## src/core/cfg_defs.svh

```systemverilog
`ifndef CFG_DEFS_SVH
`define CFG_DEFS_SVH
// register addresses (14-bit serial address space)
`define ADDR_CHAN_A_PAT    14'h000a
`define ADDR_CHAN_B_PAT    14'h000b
`define ADDR_USER_PAT_HI   14'h000e
`define ADDR_USER_PAT_LO   14'h000f
`define ADDR_SLOW_RATE     14'h0013
`define ADDR_POWER_CTRL    14'h0015
`define ADDR_OUT_SWING     14'h0025
`define ADDR_CLK_DIV       14'h0027
`define ADDR_HIGH_IF_B0    14'h041d
`define ADDR_CHAN_A_CHOP   14'h0422
`define ADDR_CHAN_A_DITH   14'h0434
`define ADDR_CHAN_A_PERF   14'h0439
`define ADDR_HIGH_IF_B1    14'h051d
`define ADDR_CHAN_B_CHOP   14'h0522
`define ADDR_CHAN_B_DITH   14'h0534
`define ADDR_CHAN_B_PERF   14'h0539
`define ADDR_HIGH_IF_UP    14'h0608
`define ADDR_CLKF_REFBUF   14'h070a
// writable-bit masks; reserved bits are held at zero
`define MASK_CHAN_A_PAT    8'h0f
`define MASK_CHAN_B_PAT    8'hf0
`define MASK_FULL          8'hff
`define MASK_USER_PAT_LO   8'hfc
`define MASK_SLOW_RATE     8'h03
`define MASK_POWER_CTRL    8'h6d
`define MASK_CLK_DIV       8'hc0
`define MASK_BIT1          8'h02
`define MASK_DITH_EXT      8'h28
`define MASK_BIT3          8'h08
`define MASK_CLKF_REFBUF   8'h81
`define REG_RESET          8'h00
// power control bit positions
`define PWR_CHAN_A_BIT     6
`define PWR_CHAN_B_BIT     5
`define PWR_STANDBY_BIT    3
`define PWR_GLOBAL_BIT     2
`define PWR_PIN_ROLE_BIT   0
// pattern words
`define PAT_ALL_ONES       14'h3fff
`define PAT_TOGGLE_A       14'h2aaa
`define PAT_TOGGLE_B       14'h1555
`define PAT_ALIGN          14'h2aaa
`define PAT_RAMP_MAX       14'h3fff
`define PRBS_SEED          23'h7fffff
`endif

```

## src/core/cfg_pkg.sv

```systemverilog
package cfg_pkg;
   typedef enum logic [3:0] {
      PAT_NORMAL = 4'b0000,
      PAT_ZEROS  = 4'b0001,
      PAT_ONES   = 4'b0010,
      PAT_TOGGLE = 4'b0011,
      PAT_RAMP   = 4'b0100,
      PAT_USER   = 4'b0101,
      PAT_ALIGN  = 4'b0110,
      PAT_PRBS   = 4'b1000,
      PAT_SINE   = 4'b1001
   } pat_sel_t;

   typedef struct packed {
      logic chan_a_powerdown;
      logic chan_b_powerdown;
      logic standby;
      logic whole_chip_powerdown;
   } power_state_t;

   typedef struct packed {
      logic [13:0] chan_a;
      logic [13:0] chan_b;
   } sample_pair_t;
endpackage

```

## src/core/adc_config_regs.sv

```systemverilog
// What this block does
// channel a selector low nibble, gated by enable
// 0000 normal, 0001 zeros, 0010 ones
// 0011 alternates 2aaa and 1555 per sample
// 0100 ramp up one per sample clock
// ramp wraps from 16383 to zero
// 0101 outputs shared user pattern
// 0110 outputs fixed alignment word 2aaa
// 1000 outputs pseudo-random sequence per sample
// 1001 repeats eight-point sine table
// channel b selector upper nibble, same codes
// user pattern from two byte registers
// controller picks low-speed code by rate
// bits 6 and 5 power channels down
// bit 3 puts both converters in standby
// bit 2 gives whole-chip power-down
// bit 0 selects power-down pin role
// swing register applies listed nibble pairs
// divider field divides by 1,1,2,4
// controller sets high-if bits for high input
// chopper register bit 1 disables chopper
// controller sets both dither fields together
// controller writes perf bit after reset
// reference-input bit 0 powers down buffer
// reference-input bit 7 disables clock filter
// reserved bits zero, registers reset zero
// global pattern enable is a separate bit
`include "cfg_defs.svh"
`timescale 1ns/1ps
`default_nettype none

module adc_config_regs #(
   parameter int DATA_W = 14
) (
   input  wire logic                 i_mclk,
   input  wire logic                 i_rst,
   input  wire logic                 i_wr_en,
   input  wire logic [13:0]          i_wr_addr,
   input  wire logic [7:0]           i_wr_data,
   input  wire logic [13:0]          i_rd_addr,
   input  wire logic                 i_pattern_out_en,
   input  wire logic                 i_powerdown_pin,
   input  wire logic [13:0]          i_chan_a_sample,
   input  wire logic [13:0]          i_chan_b_sample,
   output logic [7:0]                o_rd_data,
   output cfg_pkg::sample_pair_t     o_sample,
   output cfg_pkg::power_state_t     o_power,
   output logic [7:0]                o_swing_code,
   output logic                      o_swing_valid,
   output logic [2:0]                o_clk_div_ratio,
   output logic [3:0]                o_high_if_mode,
   output logic                      o_chan_a_chopper_off,
   output logic                      o_chan_b_chopper_off,
   output logic                      o_chan_a_dither_off,
   output logic                      o_chan_b_dither_off,
   output logic                      o_chan_a_perf_mode,
   output logic                      o_chan_b_perf_mode,
   output logic                      o_ref_buffer_powerdown,
   output logic                      o_clock_filter_off,
   output logic [1:0]                o_slow_rate
);

   initial begin
      if (DATA_W != 14) begin
         $error("adc_config_regs supports only a 14-bit sample word");
      end
   end

   ////////////////////////////////////////////////////////////////////////////////
   // register file

   localparam int NREG = 18;
   localparam logic [13:0] ADDRS [NREG] = '{
      `ADDR_CHAN_A_PAT, `ADDR_CHAN_B_PAT, `ADDR_USER_PAT_HI, `ADDR_USER_PAT_LO,
      `ADDR_SLOW_RATE, `ADDR_POWER_CTRL, `ADDR_OUT_SWING, `ADDR_CLK_DIV,
      `ADDR_HIGH_IF_B0, `ADDR_CHAN_A_CHOP, `ADDR_CHAN_A_DITH, `ADDR_CHAN_A_PERF,
      `ADDR_HIGH_IF_B1, `ADDR_CHAN_B_CHOP, `ADDR_CHAN_B_DITH, `ADDR_CHAN_B_PERF,
      `ADDR_HIGH_IF_UP, `ADDR_CLKF_REFBUF};
   localparam logic [7:0] MASKS [NREG] = '{
      `MASK_CHAN_A_PAT, `MASK_CHAN_B_PAT, `MASK_FULL, `MASK_USER_PAT_LO,
      `MASK_SLOW_RATE, `MASK_POWER_CTRL, `MASK_FULL, `MASK_CLK_DIV,
      `MASK_BIT1, `MASK_BIT1, `MASK_DITH_EXT, `MASK_BIT3,
      `MASK_BIT1, `MASK_BIT1, `MASK_DITH_EXT, `MASK_BIT3,
      `MASK_CLK_DIV, `MASK_CLKF_REFBUF};

   logic [7:0] regs_ff [NREG];
   logic [7:0] rd_mux;

   // reserved bits never store; everything resets to zero
   generate
      for (genvar g = 0; g < NREG; g++) begin : g_reg
         always_ff @(posedge i_mclk or posedge i_rst) begin
            if (i_rst) begin
               regs_ff[g] <= `REG_RESET;
            end else if (i_wr_en && i_wr_addr == ADDRS[g]) begin
               regs_ff[g] <= i_wr_data & MASKS[g];
            end
         end
      end
   endgenerate

   // read-back mux; unmapped addresses read zero
   always_comb begin
      rd_mux = 8'h00;
      for (int k = 0; k < NREG; k++) begin
         if (i_rd_addr == ADDRS[k]) begin
            rd_mux = regs_ff[k];
         end
      end
   end

   ////////////////////////////////////////////////////////////////////////////////
   // field decode

   wire [3:0]  sel_a    = regs_ff[0][3:0];
   wire [3:0]  sel_b    = regs_ff[1][7:4];
   wire [13:0] user_pat = {regs_ff[2], regs_ff[3][7:2]};
   wire [7:0]  pwr      = regs_ff[5];

   // pin crosses in from outside: two flops before use
   logic pin_meta_ff;
   logic pin_sync_ff;
   logic pat_en_meta_ff;
   logic pat_en_ff;
   always_ff @(posedge i_mclk or posedge i_rst) begin
      if (i_rst) begin
         pin_meta_ff    <= 1'b0;
         pin_sync_ff    <= 1'b0;
         pat_en_meta_ff <= 1'b0;
         pat_en_ff      <= 1'b0;
      end else begin
         pin_meta_ff    <= i_powerdown_pin;
         pin_sync_ff    <= pin_meta_ff;
         pat_en_meta_ff <= i_pattern_out_en;
         pat_en_ff      <= pat_en_meta_ff;
      end
   end

   // pin role: clear means pin forces global power-down, set means standby
   wire pin_to_global  = pin_sync_ff & ~pwr[`PWR_PIN_ROLE_BIT];
   wire pin_to_standby = pin_sync_ff & pwr[`PWR_PIN_ROLE_BIT];
   cfg_pkg::power_state_t nxt_power;
   assign nxt_power.chan_a_powerdown     = pwr[`PWR_CHAN_A_BIT];
   assign nxt_power.chan_b_powerdown     = pwr[`PWR_CHAN_B_BIT];
   assign nxt_power.standby              = pwr[`PWR_STANDBY_BIT] | pin_to_standby;
   assign nxt_power.whole_chip_powerdown = pwr[`PWR_GLOBAL_BIT] | pin_to_global;

   // only the listed swing pairs are applied; others fall back to default
   wire [7:0] swing = regs_ff[6];
   wire swing_ok = (swing == 8'h00) || (swing == 8'hd9) || (swing == 8'hea) ||
                   (swing == 8'hfd) || (swing == 8'hce);

   // divider: 00 and 01 divide by one
   wire [1:0] div_code = regs_ff[7][7:6];
   wire [2:0] nxt_div  = (div_code == 2'b11) ? 3'd4 :
                         (div_code == 2'b10) ? 3'd2 : 3'd1;

   ////////////////////////////////////////////////////////////////////////////////
   // pattern sources, shared by both channels

   logic [13:0] ramp_ff;
   logic        toggle_ff;
   logic [2:0]  sine_idx_ff;
   logic [22:0] prbs_ff;

   // ramp is compared against PAT_RAMP_MAX and reloads zero after it
   always_ff @(posedge i_mclk or posedge i_rst) begin
      if (i_rst) begin
         ramp_ff     <= 14'h0000;
         toggle_ff   <= 1'b0;
         sine_idx_ff <= 3'h0;
         prbs_ff     <= `PRBS_SEED;
      end else begin
         ramp_ff     <= (ramp_ff == `PAT_RAMP_MAX) ? 14'h0000 : ramp_ff + 14'h0001;
         toggle_ff   <= ~toggle_ff;
         sine_idx_ff <= sine_idx_ff + 3'h1;
         prbs_ff     <= {prbs_ff[21:0], prbs_ff[22] ^ prbs_ff[17]};
      end
   end

   function automatic logic [13:0] sine_word(input logic [2:0] idx);
      case (idx)
         3'd0: sine_word = 14'd0;
         3'd1: sine_word = 14'd2399;
         3'd2: sine_word = 14'd8192;
         3'd3: sine_word = 14'd13984;
         3'd4: sine_word = 14'd16383;
         3'd5: sine_word = 14'd13984;
         3'd6: sine_word = 14'd8192;
         default: sine_word = 14'd2399;
      endcase
   endfunction

   // per-channel selection; invalid codes pass normal data
   function automatic logic [13:0] pick(input logic [3:0] sel, input logic en,
                                        input logic [13:0] norm);
      if (!en) begin
         pick = norm;
      end else begin
         case (sel)
            cfg_pkg::PAT_ZEROS:  pick = 14'h0000;
            cfg_pkg::PAT_ONES:   pick = `PAT_ALL_ONES;
            cfg_pkg::PAT_TOGGLE: pick = toggle_ff ? `PAT_TOGGLE_B : `PAT_TOGGLE_A;
            cfg_pkg::PAT_RAMP:   pick = ramp_ff;
            cfg_pkg::PAT_USER:   pick = user_pat;
            cfg_pkg::PAT_ALIGN:  pick = `PAT_ALIGN;
            cfg_pkg::PAT_PRBS:   pick = prbs_ff[13:0];
            cfg_pkg::PAT_SINE:   pick = sine_word(sine_idx_ff);
            default:             pick = norm;
         endcase
      end
   endfunction

   wire [13:0] nxt_a = pick(sel_a, pat_en_ff, i_chan_a_sample);
   wire [13:0] nxt_b = pick(sel_b, pat_en_ff, i_chan_b_sample);

   ////////////////////////////////////////////////////////////////////////////////
   // registered outputs

   always_ff @(posedge i_mclk or posedge i_rst) begin
      if (i_rst) begin
         o_rd_data              <= 8'h00;
         o_sample               <= '0;
         o_power                <= '0;
         o_swing_code           <= 8'h00;
         o_swing_valid          <= 1'b1;
         o_clk_div_ratio        <= 3'd1;
         o_high_if_mode         <= 4'h0;
         o_chan_a_chopper_off   <= 1'b0;
         o_chan_b_chopper_off   <= 1'b0;
         o_chan_a_dither_off    <= 1'b0;
         o_chan_b_dither_off    <= 1'b0;
         o_chan_a_perf_mode     <= 1'b0;
         o_chan_b_perf_mode     <= 1'b0;
         o_ref_buffer_powerdown <= 1'b0;
         o_clock_filter_off     <= 1'b0;
         o_slow_rate            <= 2'b00;
      end else begin
         o_rd_data              <= rd_mux;
         o_sample               <= {nxt_a, nxt_b};
         o_power                <= nxt_power;
         o_swing_code           <= swing_ok ? swing : 8'h00;
         o_swing_valid          <= swing_ok;
         o_clk_div_ratio        <= nxt_div;
         o_high_if_mode         <= {regs_ff[16][7:6], regs_ff[12][1], regs_ff[8][1]};
         o_chan_a_chopper_off   <= regs_ff[9][1];
         o_chan_b_chopper_off   <= regs_ff[13][1];
         // dither is off only when both extended bits are set
         o_chan_a_dither_off    <= &{regs_ff[10][5], regs_ff[10][3]};
         o_chan_b_dither_off    <= &{regs_ff[14][5], regs_ff[14][3]};
         o_chan_a_perf_mode     <= regs_ff[11][3];
         o_chan_b_perf_mode     <= regs_ff[15][3];
         o_ref_buffer_powerdown <= regs_ff[17][0];
         o_clock_filter_off     <= regs_ff[17][7];
         o_slow_rate            <= regs_ff[4][1:0];
      end
   end

endmodule

`default_nettype wire

```

## config.mk

```make
export PLATFORM = sky130hd
export DESIGN_NAME = adc_config_regs
export DESIGN_NICKNAME = d
export VERILOG_FILES = /design/src/core/cfg_pkg.sv /design/src/core/adc_config_regs.sv
export VERILOG_INCLUDE_DIRS = /design/src /design/src/core
export SDC_FILE = /design/constraint.sdc
export NUM_CORES = 1
export LEC_CHECK = 0
export ABC_AREA = 1
export BUFFER_PORTS_ARGS = -buffer_cell sky130_fd_sc_hd__buf_2
export CAP_MARGIN = 0
export CORE_MARGIN = 5
export CORE_UTILIZATION = 55
export CTS_CLUSTER_SIZE = 28
export DETAILED_ROUTE_END_ITERATION = 7
export PLACE_DENSITY_LB_ADDON = 0.2
export SLEW_MARGIN = 30
export SYNTH_ARGS = -nofsm -noshare
export SYNTH_HDL_FRONTEND = slang
export SYNTH_SLANG_ARGS = --single-unit
```

## constraint.sdc

```tcl
create_clock -name i_mclk -period 5 [get_ports i_mclk]
set_input_delay 0.25 -clock i_mclk [delete_from_list [all_inputs] [get_ports i_mclk]]
set_output_delay 0.25 -clock i_mclk [all_outputs]
set_load 0.01 [all_outputs]
```

After elaboration in Yosys (flattened, before gate mapping)
Cells that the tools add are included.
W data, S select, Z words.
{"block": "totals", "regBits": 164, "in_bits": 69, "memories": 0, "word_cells": 175, "romBits": 0, "out_inout_bits": 66, "ramBits": 0, "latchBits": 0}
{"block": "op_classes", "n_eq_ne": 64, "add_sub_neg": 2, "mux": 28, "div_mod_pow": 0, "multipliers": 0, "order_cmp": 0, "bitwise": 7, "shifts": 0, "reduce_logical": 28}
{"cell": "$eq A14 B11 Y1 const B", "n": 20}
{"cell": "$pmux W14 S8", "n": 2}
{"cell": "$mux W8", "n": 18}
{"cell": "$eq A14 B4 Y1 const B", "n": 8}
{"cell": "$eq A14 B5 Y1 const B", "n": 4}
{"cell": "$eq A14 B6 Y1 const B", "n": 4}
{"cell": "$mux W14", "n": 4}
{"cell": "$pmux W14 S4", "n": 1}
{"cell": "$eq A8 B8 Y1 const B", "n": 4}
{"cell": "$eq A4 B3 Y1 const B", "n": 6}
{"cell": "$logic_and A1 B1 Y1", "n": 18}
{"cell": "$eq A4 B2 Y1 const B", "n": 4}
{"cell": "$eq A4 B4 Y1 const B", "n": 4}
{"cell": "$add A14 B1 Y14 const B", "n": 1}
{"cell": "$eq A14 B14 Y1 const B", "n": 1}
{"cell": "$eq A3 B3 Y1 const B", "n": 3}
{"cell": "$eq A4 B1 Y1 const B", "n": 2}
{"cell": "$logic_not A8 Y1", "n": 1}
{"cell": "$eq A3 B2 Y1 const B", "n": 2}
{"cell": "$eq A2 B2 Y1 const B", "n": 2}
{"cell": "$logic_or A1 B1 Y1", "n": 4}
{"cell": "$mux W4", "n": 1}
{"cell": "$reduce_and A2 Y1", "n": 2}
{"cell": "$reduce_or A2 Y1", "n": 2}
{"cell": "8 further kinds", "n": 11}

Logic depth before layout (Yosys ltp)
{"block": "depth", "word_depth": 19, "mapped_depth": 13, "depth_no_buf": 13}

Least setup slack after synthesis
No wires, ideal clock.
{"block": "synth_timing", "path_kind": "register -> register", "startpoint": "reg ramp_ff[0]", "endpoint": "reg ramp_ff[3]", "n_path_buf": 0, "synth_period_minus_slack_ps": 1554, "slack_ps": 3446, "required_ps": 4858, "stages_incl_launch_ff": 6, "setup_ps": 142, "arrival_time_ps": 1413, "path_cell_list": "dfrtp_1 -> ha_1 -> nand3_1 -> or2_2 -> nor4_2 -> nor3b_1"}
{"block": "synth_via", "elab_chain_cells": 2, "elab_cells_between_ends": 3, "cone_classes": "add/sub (1); eq/ne (1); mux (1)"}
{"item": "from (decl)", "line_no": "adc_config_regs.sv:161", "text": "logic [13:0] ramp_ff;"}
{"item": "from (signal assigned)", "line_no": "adc_config_regs.sv:174", "text": "ramp_ff <= (ramp_ff == `PAT_RAMP_MAX) ? 14'h0000 : ramp_ff + 14'h0001;"}
{"item": "$add A14 B1 Y14 or $eq A14 B14 Y1 (tied branches)"}
{"item": "$mux W14 *", "line_no": "adc_config_regs.sv:174"}
Every way passes the cells marked *; elsewhere a longest branch is shown, timed or not.
A chain may end at the register's enable or synchronous reset.

Worst setup path in the final report
{"block": "layout_timing", "startpoint": "reg regs_ff[137] (netlist bit)", "endpoint": "reg o_sample[26] (netlist bit)"}
{"block": "layout_via", "elab_chain_cells": 3, "elab_cells_between_ends": 10, "cone_classes": "eq/ne (8); mux (2)"}
{"item": "from (decl)", "line_no": "adc_config_regs.sv:86", "text": "logic [7:0] regs_ff [NREG];"}
{"item": "from (signal, indexed assignment)", "line_no": "adc_config_regs.sv:94", "text": "regs_ff[g] <= `REG_RESET;"}
{"item": "from (signal, indexed assignment)", "line_no": "adc_config_regs.sv:96", "text": "regs_ff[g] <= i_wr_data & MASKS[g];"}
{"item": "$eq A4 B4 Y1, or another cell as far along", "line_no": "adc_config_regs.sv:200", "text": "case (sel)"}
{"item": "$pmux W14 S8 *", "line_no": "adc_config_regs.sv:200"}
{"item": "$mux W14 *", "line_no": "adc_config_regs.sv:197", "text": "if (!en) begin"}
{"item": "via nxt_a[12]", "line_no": "adc_config_regs.sv:214", "text": "wire [13:0] nxt_a = pick(sel_a, pat_en_ff, i_chan_a_sample);"}
{"item": "to (signal assigned)", "line_no": "adc_config_regs.sv:240", "text": "o_sample <= {nxt_a, nxt_b};"}
{"item": "to (decl)", "line_no": "adc_config_regs.sv:46", "text": "output cfg_pkg::sample_pair_t o_sample,"}
Mark *: on every way through the listed nets, which the timed path passes. The rest lies on a longest branch.

==> summary.md <==
| Metric | Value |
|---|---|
| Outcome | finished, violations left |
| Failing checks | hold timing |
| P&R area growth vs syn | 18.6% |
| MaxCap Viol Count | 0 |
| Avg WL per Cell | 16.4 um |
| Place WS | 3.07 ns |
| Syn Inst Count | 892 |
| HPWL after DPL | 15000 um |
| First-pass GRT wire length | 32300 um |
| TritonCTS Sinks | 164 |
| Die Area | 0.0163 sq mm |
| Diodes inserted | 0 |
| Mean number of vias per cell | 5.38 |
| Largest net degree at the start of global routing | 111 |
| Seq cells post-synth | 164 |
| Die Wd | 128 um |
| Antenna violations before repair | 0 |
| Layout cells sized above 1 | 0.224 |
| Fmax | 499 MHz |
| Maximum buffer depth of the clock tree | 2 |
| Post-route ant nets | 0 |
| CP required | 5.29 ns |
| Dominant cell type by area after synthesis | dfrtp_1 |
| Core area | 0.0137 sq mm |
| Aggregate routed wire length | 20100 um |
| Area share of the largest cell type after synthesis | 0.458 |
| # resized after CTS | 0 |
| Total CTS buffers | 17 |
| Slew Limit Headroom | 0.511 |
| Via count | 6611 |
| Top FF cell, synth | dfrtp_1 |
| Global placement routability congestion | 0.966 |
| FILL cells | 1217 |
| FP Rows | 43 |
| # DRC | 0 |
| Asr flop ratio synth | 1.00 |
| CTS tree | yes |
| Crit. End Element | flop |
| Critical path type | flop to flop |
| Starting density of the core | 0.554 |
| Final net count | 1111 |
| Syn nets | 966 |
| Unique masters post-synth | 42 |
| Die H | 128 um |
| Mapped Area | 0.00760 sq mm |
| Mean area per synthesized cell | 8.52 sq um |
| WP data arrival | 2.29 ns |
| Top post-synthesis cells by count | nand2_1 (173), dfrtp_1 (139), inv_1 (127) |
| Setup bufs post-CTS | 0 |
| Vias in the first global route | 6198 |
| Setup TNS | 0 ns |
| DRT Pass-1 Iters | 6 |
| Leakage power | 4.44 nW |
| RSZ-0062 raised after global routing | false |
| Worst setup margin | 3.00 ns |
| Top post-synthesis cells by area | dfrtp_1 (46%), dfstp_2 (8.6%), nand2_1 (8.5%) |
| Final hold vios | 65 |
| EDFF count, synth | 0 |
| Tcrit/Tclk final | 0.401 |
| Most frequent cell after synthesis | nand2_1 |
| Hold Crit Class | input port to async pin |
| Fin. max-slew vios | 0 |
| Synthesis Warnings | 0 |
| All-Layer GR Usage | 0.256 |
| Grt ovf | 0 |
| Worst skew pair latency | 0.43 ns |
| Final setup violation count | 0 |
| Minimum clock period | 2.00 ns |
| Buffers on Ports | 134 |
| CTS Root Cell | clkbuf_16 |
| Worst Tran Pin Value | 0.733 ns |
| CP Max Fanout | 10 |
| Iteration-0 DRC count of the detailed router | 532 |
| Worst hold margin | -0.0475 ns |
| CP startpoint kind | flop |
| Setup Skew | 0.00866 ns |
| Seq/Total Area, Yosys | 0.544 |
| Depth of the CTS H-tree | 4 |
| Io pins | 135 |
| Clk slew on worst S/H paths | 0.07 ns |
| Worst VDD drop | 0.210 mV |
| P per Cell Area | 298 mW/mm^2 |
[what timing repair did]
item,CTS,global route
endpoints found under the hold margin,2,0
hold buffers,2,0
endpoints found under the setup margin,0,0
[area by class of cell]
type | count | area, sq um | area share
clock inverter | 10 | 75.1 | 0.00833
inverter | 135 | 514 | 0.0570
clock buffer | 21 | 470 | 0.0522
sequential | 164 | 4140 | 0.459
multi-input combinational | 582 | 2900 | 0.321
timing repair buffer | 137 | 698 | 0.0774
tap | 180 | 225 | 0.0250
[cells in the final DEF (no fill, tap or decap), types with 6 or more instances in the layout]
cell type / netlist / routed
nand2_1: 173 / 173
dfrtp_1: 139 / 139
buf_2: 7 / 134
inv_1: 127 / 126
nor2_1: 119 / 119
o21ai_0: 58 / 58
a21oi_1: 35 / 35
nand3_1: 35 / 35
dfstp_2: 25 / 25
a31oi_1: 17 / 17
clkbuf_16: 0 / 17
o22ai_1: 16 / 16
nand4_1: 15 / 15
nor2_2: 14 / 14
nor3_1: 12 / 12
o21ai_1: 11 / 11
xor2_1: 11 / 11
nor4_1: 11 / 11
inv_2: 8 / 8
o221ai_1: 6 / 6
nor3_2: 6 / 6
[cells by family after synthesis]
family / share of synthesized area
adder cells (fa/ha/maj): 0.00823
AO/OA/AOI/OAI: 0.120
multiplexers: 0.00263
buffers and inverters: 0.0747
flip-flops: 0.544
XOR/XNOR: 0.0127
AND/OR/NAND/NOR: 0.238
[flip-flops by register name, indices dropped and copies added, names as in the netlist, 4 cells and up]
register and cells:
o_high_if_mode 4, o_power 4, o_rd_data 8, o_sample 28, o_swing_code 8, prbs_ff 23, pwr 5, ramp_ff 14
regs_ff 38, swing 8
[where the power goes]
| group | internal (mW) | total, mW | switching [mW] |
|---|---|---|---|
| Combinational | 0.0436 | 0.131 | 0.0879 |
| Clock | 0.674 | 1.21 | 0.531 |
| Sequential | 1.34 | 1.35 | 0.00515 |
| Total | 2.06 | 2.68 | 0.624 |
[final timing paths]
check	start	to	slack (ns)	cells after the start
min	i_rst	o_clk_div_ratio[2]$_DFF_PP0_	-0.05	2
max	regs_ff[137]$_DFFE_PP0P_	o_sample[26]$_DFF_PP0_	3.00	5
max reg2reg	regs_ff[137]$_DFFE_PP0P_	o_sample[26]$_DFF_PP0_	3.00	5
min in group i_mclk	i_wr_data[3]	regs_ff[19]$_DFFE_PP0P_	0.06	3
min reg2reg	prbs_ff[15]$_DFF_PP1_	prbs_ff[16]$_DFF_PP1_	0.35	0
max in group asynchronous	i_rst	o_chan_b_chopper_off$_DFF_PP0_	3.84	3
[critical path, stage by stage (launching register included)]
cell and delay [ns]:
dfrtp_1 0.53, nor2_1 0.12, nand2_1 0.26, inv_1 0.21, a2111oi_0 0.62, a21oi_1 0.13
[per-layer routing]
layer | wire (um) | up-vias | part of all wire | track usage
li1 | - | 3206 | - | -
met1 | 9090 | 3102 | 0.45 | 0.378
met2 | 8760 | 275 | 0.44 | 0.378
met3 | 1960 | 28 | 0.097 | 0.0715
met4 | 331 | 0 | 0.016 | 0.0625
met5 | 0 | - | 0 | 0
[through the flow]
stage / utilization / hold WS, ns / area [sq um] / std cells / power [mW]
final: 0.657 / -0.0475 / 9020 / 1229 / 2.68
after floorplan: - / 0.281 / 7600 / 892 / 1.44
after global placement: 0.616 / 0.333 / 8450 / 1196 / 1.50
after global routing: 0.657 / 0.0342 / 9020 / 1229 / 2.78
after detailed placement: 0.616 / 0.347 / 8450 / 1196 / 1.50
after CTS: 0.657 / 0.0539 / 9010 / 1229 / 2.70
Note: power is estimated with default switching activity, not from simulation.
